--- src/design/pca_pkg.sv ---
// Constants for the counter array compare, PWM and watchdog block
package pca_pkg;
  // Avalon word addresses
  localparam logic [3:0] ADDR_CTRL  = 4'h0;
  localparam logic [3:0] ADDR_MODE  = 4'h1;
  localparam logic [3:0] ADDR_MMODE = 4'h2;
  localparam logic [3:0] ADDR_CNTL  = 4'h5;
  localparam logic [3:0] ADDR_CNTH  = 4'h6;
  localparam logic [3:0] ADDR_CMPL  = 4'h7;
  localparam logic [3:0] ADDR_CMPH  = 4'ha;
  localparam int         NMOD       = 3;
  localparam int         WD_MOD     = 2;
  // array_control_reg fields
  localparam int CTRL_CF  = 7;
  localparam int CTRL_RUN = 6;
  // array_mode_reg fields
  localparam int MD_IDLE  = 7;
  localparam int MD_WATCHDOG_ENABLE  = 6;
  localparam int MD_WATCHDOG_LOCK = 5;
  localparam int MD_TBHI  = 3;
  localparam int MD_TBLO  = 1;
  localparam int MD_ECF   = 0;
  localparam logic [7:0] MODE_RST  = 8'h40;
  localparam logic [7:0] MODE_MASK = 8'hef;
  // module_mode_reg fields
  localparam int MM_W16  = 7;
  localparam int MM_ECOM = 6;
  localparam int MM_MAT  = 3;
  localparam int MM_TOG  = 2;
  localparam int MM_PWM  = 1;
  localparam int MM_ECC  = 0;
  localparam logic [7:0] MM_FORCE_SWT = 8'h48;
  // Timebase codes and dividers
  localparam logic [2:0] TB_DIV12 = 3'h0;
  localparam logic [2:0] TB_DIV4  = 3'h1;
  localparam logic [2:0] TB_T0    = 3'h2;
  localparam logic [2:0] TB_ECI   = 3'h3;
  localparam logic [2:0] TB_SYS   = 3'h4;
  localparam logic [2:0] TB_EXT8  = 3'h5;
  localparam logic [3:0] PRE_LAST = 4'hb;
  localparam logic [1:0] DIV4_LAST = 2'h3;
  localparam logic [2:0] EXT_LAST = 3'h7;
  localparam logic [7:0] BYTE_MAX = 8'hff;
  localparam logic [15:0] CNT_MAX = 16'hffff;
endpackage

--- src/design/pca_compare.sv ---
// Counter array with compare, PWM, frequency output and watchdog modes
//
// Added by the designer: the register offsets and the Avalon-MM register port.
`timescale 1ns/1ps
// Function
// - Software timer: 16-bit equality with compare sets match flag, raises interrupt if enabled.
// - Match flag stays set until software clears it.
// - Software timer runs with compare-enable and match-enable both set.
// - Compare low write clears compare-enable; compare high write sets it.
// - High-speed output toggles pin on each 16-bit match.
// - Entering high-speed output mode sets the toggle output to 1.
// - Frequency mode: low byte match toggles pin and adds high byte to low.
// - Frequency mode high byte zero gives 256 counter clock half-period.
// - Frequency mode runs with compare-enable, toggle and pulse-width set.
// - 8-bit PWM: high on low byte match, low on low byte overflow.
// - 8-bit PWM reloads compare low from compare high on low byte wrap.
// - 8-bit PWM with compare-enable and pulse-width set, wide select clear.
// - PWM with compare-enable clear has no matches, output stays low.
// - 16-bit PWM: high on full match, low on counter overflow.
// - Watchdog uses module 2: high byte versus counter high, low byte offset.
// - Reset enables watchdog, timebase divide by 12, counter and offset zero.
// - Watchdog forces counter on, freezes counter writes, forces module 2 timer mode.
// - Run control writes don't affect counter under watchdog; reads software value.
// - Module 2 high write under watchdog loads counter high plus offset.
// - Watchdog reset on low overflow at high match, or writing 1 to flag 2.
// - Enable or lock turns watchdog on; lock holds it until reset.
// - Run control starts and stops counter when watchdog is off.
module pca_compare
  import pca_pkg::*;
(
  input  wire logic              sys_clk,
  input  wire logic              sys_rst,
  input  wire logic [3:0]        avs_address,
  input  wire logic              avs_read,
  input  wire logic              avs_write,
  input  wire logic [31:0]       avs_writedata,
  input  wire logic [3:0]        avs_byteenable,
  output logic      [31:0]       avs_readdata,
  output logic                   avs_waitrequest,
  input  wire logic              cpu_idle,
  input  wire logic              timer0_overflow,
  input  wire logic              eci_pin,
  input  wire logic              ext_clk_pin,
  output logic      [NMOD-1:0]   module_output_pin,
  output logic                   pca_irq,
  output logic                   watchdog_reset_req
);

  typedef struct packed {
    logic [15:0]           cnt;
    logic [3:0]            pre;
    logic [7:0]            snap;
    logic [NMOD-1:0][7:0]  cmp_lo;
    logic [NMOD-1:0][7:0]  cmp_hi;
    logic [NMOD-1:0][7:0]  mmode;
    logic [NMOD-1:0]       match_flag;
    logic                  cf;
    logic                  counter_run;
    logic [7:0]            amode;
    logic [NMOD-1:0]       hso_prev;
    logic [NMOD-1:0]       pin;
    logic [2:0]            eci_sync;
    logic [2:0]            ext_sync;
    logic [2:0]            ext_div;
    logic                  waitreq;
    logic [31:0]           rdata;
    logic                  irq;
    logic                  wdt_rst;
  } state_s;

  state_s state_reg;
  state_s state_next;

  // ==========================================================
  // Next state
  always_comb
  begin
    logic        wd_on;
    logic        req;
    logic        wr;
    logic [7:0]  wdata;
    logic        src;
    logic        tick;
    logic        low_ovf;
    logic [15:0] inc;
    logic [7:0]  m;
    logic        fm;
    logic        lm;
    logic        hso;
    logic [2:0]  tb;
    int          idx;
    wd_on = 1'b0;
    req = 1'b0;
    wr = 1'b0;
    wdata = 8'h00;
    src = 1'b0;
    tick = 1'b0;
    low_ovf = 1'b0;
    inc = 16'h0000;
    m = 8'h00;
    fm = 1'b0;
    lm = 1'b0;
    hso = 1'b0;
    tb = 3'h0;
    idx = 0;
    state_next = state_reg;
    state_next.wdt_rst = 1'b0;
    wd_on = state_reg.amode[MD_WATCHDOG_ENABLE] | state_reg.amode[MD_WATCHDOG_LOCK];

    // ========================================================
    // Timebase
    state_next.pre = (state_reg.pre == PRE_LAST) ? 4'h0 : state_reg.pre + 4'h1;
    state_next.eci_sync = {state_reg.eci_sync[1:0], eci_pin};
    state_next.ext_sync = {state_reg.ext_sync[1:0], ext_clk_pin};
    if (state_reg.ext_sync[1] && !state_reg.ext_sync[2])
    begin
      state_next.ext_div = state_reg.ext_div + 3'h1;
    end
    tb = state_reg.amode[MD_TBHI:MD_TBLO];
    case (tb)
      TB_DIV12: src = (state_reg.pre == PRE_LAST);
      TB_DIV4:  src = (state_reg.pre[1:0] == DIV4_LAST);
      TB_T0:    src = timer0_overflow;
      TB_ECI:   src = !state_reg.eci_sync[1] && state_reg.eci_sync[2];
      TB_SYS:   src = 1'b1;
      TB_EXT8:  src = state_reg.ext_sync[1] && !state_reg.ext_sync[2]
                      && (state_reg.ext_div == EXT_LAST);
      default:  src = 1'b0;
    endcase
    tick = src && (wd_on || state_reg.counter_run)
           && !(state_reg.amode[MD_IDLE] && cpu_idle);
    inc = state_reg.cnt + 16'h0001;
    low_ovf = tick && (state_reg.cnt[7:0] == BYTE_MAX);

    // ========================================================
    // Register bus
    req = (avs_read || avs_write) && state_reg.waitreq;
    state_next.waitreq = !req;
    wr = req && avs_write && avs_byteenable[0];
    wdata = avs_writedata[7:0];
    if (req && avs_read)
    begin
      state_next.rdata = 32'h00000000;
      case (avs_address)
        ADDR_CTRL: state_next.rdata[7:0] = {state_reg.cf, state_reg.counter_run,
                                            3'h0, state_reg.match_flag};
        ADDR_MODE: state_next.rdata[7:0] = state_reg.amode;
        ADDR_CNTL:
        begin
          state_next.rdata[7:0] = state_reg.cnt[7:0];
          state_next.snap = state_reg.cnt[15:8];
        end
        ADDR_CNTH: state_next.rdata[7:0] = state_reg.snap;
        default:
        begin
          for (int i = 0; i < NMOD; i++)
          begin
            if (avs_address == ADDR_MMODE + 4'(i))
            begin
              state_next.rdata[7:0] = state_reg.mmode[i];
            end
            if (avs_address == ADDR_CMPL + 4'(i))
            begin
              state_next.rdata[7:0] = state_reg.cmp_lo[i];
            end
            if (avs_address == ADDR_CMPH + 4'(i))
            begin
              state_next.rdata[7:0] = state_reg.cmp_hi[i];
            end
          end
        end
      endcase
    end
    if (wr)
    begin
      case (avs_address)
        ADDR_CTRL:
        begin
          state_next.cf = wdata[CTRL_CF];
          state_next.counter_run = wdata[CTRL_RUN];
          state_next.match_flag = wdata[NMOD-1:0];
          if (wd_on && wdata[WD_MOD])
          begin
            state_next.wdt_rst = 1'b1;
          end
        end
        ADDR_MODE:
        begin
          if (wd_on)
          begin
            if (!state_reg.amode[MD_WATCHDOG_LOCK])
            begin
              state_next.amode[MD_WATCHDOG_ENABLE] = wdata[MD_WATCHDOG_ENABLE];
            end
          end
          else
          begin
            state_next.amode = wdata & MODE_MASK;
          end
          state_next.amode[MD_WATCHDOG_LOCK] = state_reg.amode[MD_WATCHDOG_LOCK] | wdata[MD_WATCHDOG_LOCK];
        end
        ADDR_CNTL:
        begin
          if (!wd_on)
          begin
            state_next.cnt[7:0] = wdata;
          end
        end
        ADDR_CNTH:
        begin
          if (!wd_on)
          begin
            state_next.cnt[15:8] = wdata;
          end
        end
        default:
        begin
          for (int i = 0; i < NMOD; i++)
          begin
            if (!(wd_on && i == WD_MOD))
            begin
              if (avs_address == ADDR_MMODE + 4'(i))
              begin
                state_next.mmode[i] = wdata;
              end
              if (avs_address == ADDR_CMPL + 4'(i))
              begin
                state_next.cmp_lo[i] = wdata;
                state_next.mmode[i][MM_ECOM] = 1'b0;
              end
              if (avs_address == ADDR_CMPH + 4'(i))
              begin
                state_next.cmp_hi[i] = wdata;
                state_next.mmode[i][MM_ECOM] = 1'b1;
              end
            end
            else
            begin
              if (avs_address == ADDR_CMPL + 4'(i))
              begin
                state_next.cmp_lo[i] = wdata;
              end
              if (avs_address == ADDR_CMPH + 4'(i))
              begin
                state_next.cmp_hi[i] = state_reg.cnt[15:8] + state_reg.cmp_lo[i];
              end
            end
          end
        end
      endcase
    end

    // ========================================================
    // Counter and modules; hardware sets win over bus clears
    if (tick)
    begin
      state_next.cnt = inc;
      if (state_reg.cnt == CNT_MAX)
      begin
        state_next.cf = 1'b1;
      end
    end
    for (int i = 0; i < NMOD; i++)
    begin
      m = state_reg.mmode[i];
      if (wd_on && i == WD_MOD)
      begin
        m = MM_FORCE_SWT;
      end
      fm = tick && m[MM_ECOM] && (inc == {state_reg.cmp_hi[i], state_reg.cmp_lo[i]});
      lm = tick && m[MM_ECOM] && (inc[7:0] == state_reg.cmp_lo[i]);
      hso = m[MM_ECOM] && m[MM_MAT] && m[MM_TOG] && !m[MM_PWM];
      state_next.hso_prev[i] = hso;
      if (fm && m[MM_MAT] && !(wd_on && i == WD_MOD))
      begin
        state_next.match_flag[i] = 1'b1;
      end
      if (hso)
      begin
        if (!state_reg.hso_prev[i])
        begin
          state_next.pin[i] = 1'b1;
        end
        else if (fm)
        begin
          state_next.pin[i] = !state_reg.pin[i];
        end
      end
      else if (m[MM_PWM] && m[MM_TOG])
      begin
        if (m[MM_ECOM] && lm)
        begin
          state_next.pin[i] = !state_reg.pin[i];
          // A zero step leaves the low byte, so the next match is 256 clocks out
          state_next.cmp_lo[i] = state_reg.cmp_lo[i] + state_reg.cmp_hi[i];
        end
      end
      else if (m[MM_PWM] && m[MM_W16])
      begin
        if (tick && state_reg.cnt == CNT_MAX)
        begin
          state_next.pin[i] = fm;
        end
        else if (fm)
        begin
          state_next.pin[i] = 1'b1;
        end
      end
      else if (m[MM_PWM])
      begin
        if (low_ovf)
        begin
          state_next.cmp_lo[i] = state_reg.cmp_hi[i];
          state_next.pin[i] = m[MM_ECOM] && (state_reg.cmp_hi[i] == 8'h00);
        end
        else if (lm)
        begin
          state_next.pin[i] = 1'b1;
        end
      end
    end

    // ========================================================
    // Watchdog timeout and interrupt request
    if (wd_on && low_ovf && state_reg.cmp_hi[WD_MOD] == state_reg.cnt[15:8])
    begin
      state_next.wdt_rst = 1'b1;
    end
    state_next.irq = (state_reg.cf && state_reg.amode[MD_ECF]);
    for (int i = 0; i < NMOD; i++)
    begin
      idx = i;
      if (state_reg.match_flag[i] && state_reg.mmode[i][MM_ECC]
          && !(wd_on && idx == WD_MOD))
      begin
        state_next.irq = 1'b1;
      end
    end
  end

  // ==========================================================
  // State register
  always_ff @(posedge sys_clk)
  begin
    if (sys_rst)
    begin
      state_reg         <= '0;
      state_reg.amode   <= MODE_RST;
      state_reg.waitreq <= 1'b1;
    end
    else
    begin
      state_reg <= state_next;
    end
  end

  assign avs_readdata       = state_reg.rdata;
  assign avs_waitrequest    = state_reg.waitreq;
  assign module_output_pin  = state_reg.pin;
  assign pca_irq            = state_reg.irq;
  assign watchdog_reset_req = state_reg.wdt_rst;

endmodule

--- config.mk ---
export PLATFORM = sky130hd
export DESIGN_NAME = pca_compare
export DESIGN_NICKNAME = d
export VERILOG_FILES = /design/src/design/pca_pkg.sv /design/src/design/pca_compare.sv
export SDC_FILE = /design/constraint.sdc
export NUM_CORES = 1
export LEC_CHECK = 0
export BUFFER_PORTS_ARGS = -buffer_cell sky130_fd_sc_hd__buf_2
export CELL_PAD_IN_SITES_DETAIL_PLACEMENT = 0
export CELL_PAD_IN_SITES_GLOBAL_PLACEMENT = 1
export CORE_MARGIN = 2
export CORE_UTILIZATION = 40
export CTS_CLUSTER_DIAMETER = 120
export DETAILED_ROUTE_END_ITERATION = 8
export PLACE_DENSITY_LB_ADDON = 0.1
export REMOVE_ABC_BUFFERS = 1
export SLEW_MARGIN = 20
export SYNTH_ARGS = -nofsm -noshare
export SYNTH_HDL_FRONTEND = slang
export SYNTH_SLANG_ARGS = --single-unit
--- constraint.sdc ---
create_clock -name sys_clk -period 5.11 [get_ports sys_clk]
set_clock_uncertainty 0.05 [all_clocks]
set_input_delay 1.022 -clock sys_clk [delete_from_list [all_inputs] [get_ports sys_clk]]
set_output_delay 1.022 -clock sys_clk [all_outputs]
set_load 0.005 [all_outputs]
## Yosys cells after proc, flatten, opt, wreduce, memory -nomap -nowiden

Index checks and enable logic that the tools add are counted.

| word-level totals | value |
|---|---|
| register bits | 138 |
| bits of input ports | 48 |
| output and inout port bits | 38 |

| cells by class | value |
|---|---|
| $add $sub $neg | 7 |
| eq/ne operators | 40 |
| multiplexer cells | 106 |
| bitwise operators | 4 |
| reduce and logical (&&, ||, !) cells | 114 |

Operators by type and width:

| cell | count |
|---|---|
| $mux 8 | 44 |
| $mux 85 | 1 |
| $mux 72 | 1 |
| $logic_and 1x1->1 | 54 |
| $mux 1 | 54 |
| $eq 16x16->1 | 3 |
| $reduce_and 3->1 | 11 |
| $add 8x8->8 | 4 |
| $eq 8x8->1 | 4 |
| $mux 16 | 2 |
| $pmux 8 s4 | 1 |
| $eq 4x4->1 const B | 6 |
| $logic_not 8->1 | 3 |
| $ne 3x2->1 const B | 6 |
| $reduce_bool 2->1 | 9 |
| $add 16x1->16 const B | 1 |
| $eq 16x16->1 const B | 1 |
| $eq 4x3->1 const B | 4 |
| $reduce_and 5->1 | 3 |
| $reduce_bool 5->1 | 3 |
| $reduce_and 2->1 | 6 |
| $reduce_bool 4->1 | 3 |
| $logic_not 1->1 | 11 |
| $ne 5x5->1 const B | 2 |
| other kinds (24) | 34 |

## Depth between registers and ports, before layout

| depth | value |
|---|---|
| depth after elaboration | 14 |
| depth in mapped cells | 13 |
| mapped depth without buffers | 11 |

## Worst setup path after synthesis

OpenSTA, ideal clock, no wires.

| timing | value |
|---|---|
| path type | input-to-reg |
| from | input port avs_address[0] |
| to | register state_reg[117] (netlist bit) |
| setup time | 0.134 ns |
| arrival | 2.939 ns |
| data required time | 4.926 ns |
| slack | 1.987 ns |
| stages on the path | 9 |
| path buffers | 3 |
| path through | clkbuf_1 -> and2_1 -> clkbuf_1 -> nor3b_1 -> clkbuf_1 -> mux2_2 -> mux2_2 -> nor2_1 -> a211oi_1 |

| between the ends | value |
|---|---|
| longest elaborated chain between the ends | 9 |
| elaborated cells between the ends (all ways) | 15 |

Ends and longest elaborated chain:

| item | line | text |
|---|---|---|
| start: declaration | pca_compare.sv:33 | `input wire logic [3:0] avs_address,` |
| $eq 4x3->1 (tied with other cells) | pca_compare.sv:176 | `case (avs_address)` |
| $reduce_or 4->1 (no source line) / $mux 8 (equally long branches) | -- |  |
| $mux 72 * | pca_compare.sv:176 |  |
| $mux 85 * | pca_compare.sv:174 | `if (wr)` |
| $mux 8 | pca_compare.sv:311 | `if (low_ovf)` |
| $mux 8 | pca_compare.sv:309 | `else if (m[MM_PWM])` |
| $mux 8 | pca_compare.sv:298 | `else if (m[MM_PWM] && m[MM_W16])` |
| $mux 8 | pca_compare.sv:289 | `else if (m[MM_PWM] && m[MM_TOG])` |
| $mux 8 * | pca_compare.sv:278 | `if (hso)` |
| end signal: assignment | pca_compare.sv:353 | `state_reg <= state_next;` |
| end: declaration | pca_compare.sv:71 | `state_s state_reg;` |

Mark *: on every way between the ends. The rest lies on a longest branch, timed or not. The select of a mux whose other input is x is not followed.
A chain may end at the register's enable or synchronous reset.

## Final worst setup path

| timing | value |
|---|---|
| from | register state_reg[147] (netlist bit) |
| to | register state_reg, in the netlist module_output_pin[2] |

| between the ends | value |
|---|---|
| longest elaborated chain between the ends | 7 |
| elaborated cells between the ends (all ways) | 21 |

Ends and longest elaborated chain:

| item | line |
|---|---|
| $add 16x1->16 / $eq 8x8->1 (equally long branches) | pca_compare.sv:132, pca_compare.sv:133 |
| $eq 16x16->1 / $logic_and 1x1->1 (equally long branches) | pca_compare.sv:270, pca_compare.sv:133 |
| $logic_and 1x1->1 / $mux 1 (equally long branches) | pca_compare.sv:270, pca_compare.sv:311 |
| $mux 1 (on tied branches) | pca_compare.sv:300, pca_compare.sv:309 |
| $mux 1 | pca_compare.sv:298 |
| $mux 1 | pca_compare.sv:289 |
| $mux 1 | pca_compare.sv:278 |

Parallel ways exist; a longest one is shown, timed or not. The select of a mux whose other input is x is not followed.

==> results.json <==
{
  "status": "finished, final reports clean",
  "worstMarginPinSlew_ns": 1.15,
  "critPathTopFamily": "simple AND/OR/NAND/NOR gates",
  "antenna_found_initial": 0,
  "synth-edff-count": 0,
  "post_dp_cell_area_um2": 10100,
  "powerDensity_nw_per_um2": 244,
  "yosys_most_used_dff": "dfxtp_1",
  "vias": 9487,
  "finalCritPeriodShare_pct": 77.4,
  "rsz0062_at_grt": "no",
  "yosysUniqueCellTypes": 81,
  "slew_viol_final": 0,
  "post-route-min-period_ns": 3.95,
  "routabilityCongestion": 0.884,
  "cp.required_ns": 5.38,
  "clockBufferDepth": 2,
  "worstSetupStartpointType": "flop",
  "cts_buffers": 17,
  "clk_latency_ns": 0.44,
  "drtAntennaViolNets": 0,
  "max_stage_delay_ns": 0.67,
  "netlist_area_um2": 9940,
  "remaining_drc_errors": 0,
  "hold_viol_final": 0,
  "via_per_inst": 6.01,
  "final_core_util_pct": 44.1,
  "fin_cells": 1579,
  "synth.avg_cell_area_um2": 7.82,
  "post-cts-setup-buffers": 0,
  "hold_slack_ns": 0.394,
  "cpMostUsedCell": "and3_1",
  "postCtsHoldBufs": 0,
  "cts_tree": "done",
  "grt.total_usage_pct": 28.8,
  "fillCellCount": 2569,
  "maxSlewHeadroom_pct": 22.4,
  "die_h_um": 162,
  "yosysWarnings": 0,
  "slowest_stage": "dfxtp_1",
  "timing.final.ws_setup_ns": 1.16,
  "die_x_um": 162,
  "cts-resized-gates": 0,
  "drv_cap": 0,
  "routedWlPerCell_um": 23.7,
  "finalPower_mw": 2.63,
  "clkTransAtPathRegs_ns": 0.08,
  "largest_register_ffs": 120,
  "clock-sinks": 138,
  "htree_levels": 4,
  "p_leak_nw": 4.20,
  "dpl.hpwl_um": 26200,
  "crit_type": "flop to flop",
  "grt_max_degree": 56,
  "grt_pass1_wl_um": 56800,
  "grt_pass1_vias": 8718,
  "dr.pass1.iters": 6,
  "ir_worst_vdd_mv": 0.157,
  "initial_core_util_pct": 40.8,
  "drtIter0Drc": 1070,
  "drive_above_1_share_pct": 9.40,
  "die-area_um2": 26100,
  "area_growth_pct": 8.05,
  "critPathMaxFanout": 9,
  "core-area_um2": 24400,
  "crit_chain": "ha_1, and3_1, and3_1, xnor3_1, nand3_1, or4b_1, nor4_2, nor4b_1, a211o_1",
  "tns_ns": 0,
  "stdcell_area_um2": 10700,
  "root_buffer": "clkbuf_16",
  "ys_seq_area_share_pct": 27.8,
  "io-pin-count": 86,
  "io_buffers": 34,
  "synthArstFlopShare_pct": 0,
  "arrival_ns": 4.22,
  "hold_class": "flop to flop",
  "placedCellCount": 1547,
  "routed_wl_um": 37400,
  "fmax_mhz": 253,
  "finalSetupViolCount": 0,
  "ys_seq_elements": 138,
  "diodes": 0,
  "preCtsSetupSlack_ns": 1.24,
  "fin_nets": 1326,
  "critPathCaptureType": "flop",
  "worstPathBufferInverterCount": 0,
  "rows": 57,
  "syn_inst": 1272,
  "grt_overflow": 0
}
-- per-layer routing --
layer | GRT usage [%] | share of wire [%]
met5 | 0 | 0
met4 | 7.72 | 2.1
met3 | 3.47 | 7.1
met2 | 44.8 | 44
met1 | 42.2 | 46
-- cell usage after synthesis (all sizes together), types with 22 or more instances --
master / count / area [um2]
dfxtp: 138 / 2760
nand2: 134 / 503
a21oi: 111 / 556
nor2: 110 / 429
clkbuf: 76 / 290
o21ai: 66 / 330
xnor2: 55 / 489
mux2i: 54 / 541
buf: 51 / 350
nand3: 39 / 208
inv: 38 / 143
nor3: 33 / 165
ha: 32 / 400
xor2: 28 / 245
a22oi: 23 / 173
nor2b: 22 / 138
-- where the power goes --
part | total, mW | internal (mW) | switching [mW]
combinational | 0.173 | 0.0493 | 0.124
sequential | 1.10 | 1.09 | 0.0164
clock | 1.35 | 0.749 | 0.600
total | 2.63 | 1.89 | 0.740
-- cell usage in the layout, fill, tap and decap left out, types with 32 or more instances in the layout --
master and n:
a21oi_1 111, dfxtp_1 138, nor2_1 108, buf_2 33
nand3_1 38, ha_1 32, mux2i_1 54, xnor2_1 54
nand2_1 134, inv_1 38, nor3_1 33, o21ai_0 66
-- worst paths after layout --
kind                        from                    to  slack (ns)  cells past startpoint
setup / recovery  state_reg[147]  module_output_pin[2]        1.16                      9
hold reg to reg   state_next[39]        state_next[40]        0.39                      1
setup reg to reg  state_reg[147]  module_output_pin[2]        1.16                      9
hold / removal    state_next[39]        state_next[40]        0.39                      1
-- layout make-up --
cell class              instances  area [um2]  area share (%)
clock inverters                15         191            1.78
clock buffers                  17         425            3.96
well taps                     324         405            3.77
flip-flops and latches        138        2760            25.7
repair buffers                 55         330            3.07
multi-input cells             992        6490            60.4
inverters                      38         143            1.33
-- cells by family after synthesis --
logic type / count (synthesis) / share of synthesized area, %
and+or+nand+nor: 434 / 21.5
AOI/OAI and AO/OA: 341 / 22.5
buffers and inverters: 165 / 7.88
DFF: 138 / 27.8
xor gates and xnor gates: 87 / 8.29
muxes: 70 / 7.25
adders and majority gates: 36 / 4.83
other: 1 / 0.0377
Note: power is estimated with default switching activity, not from simulation.
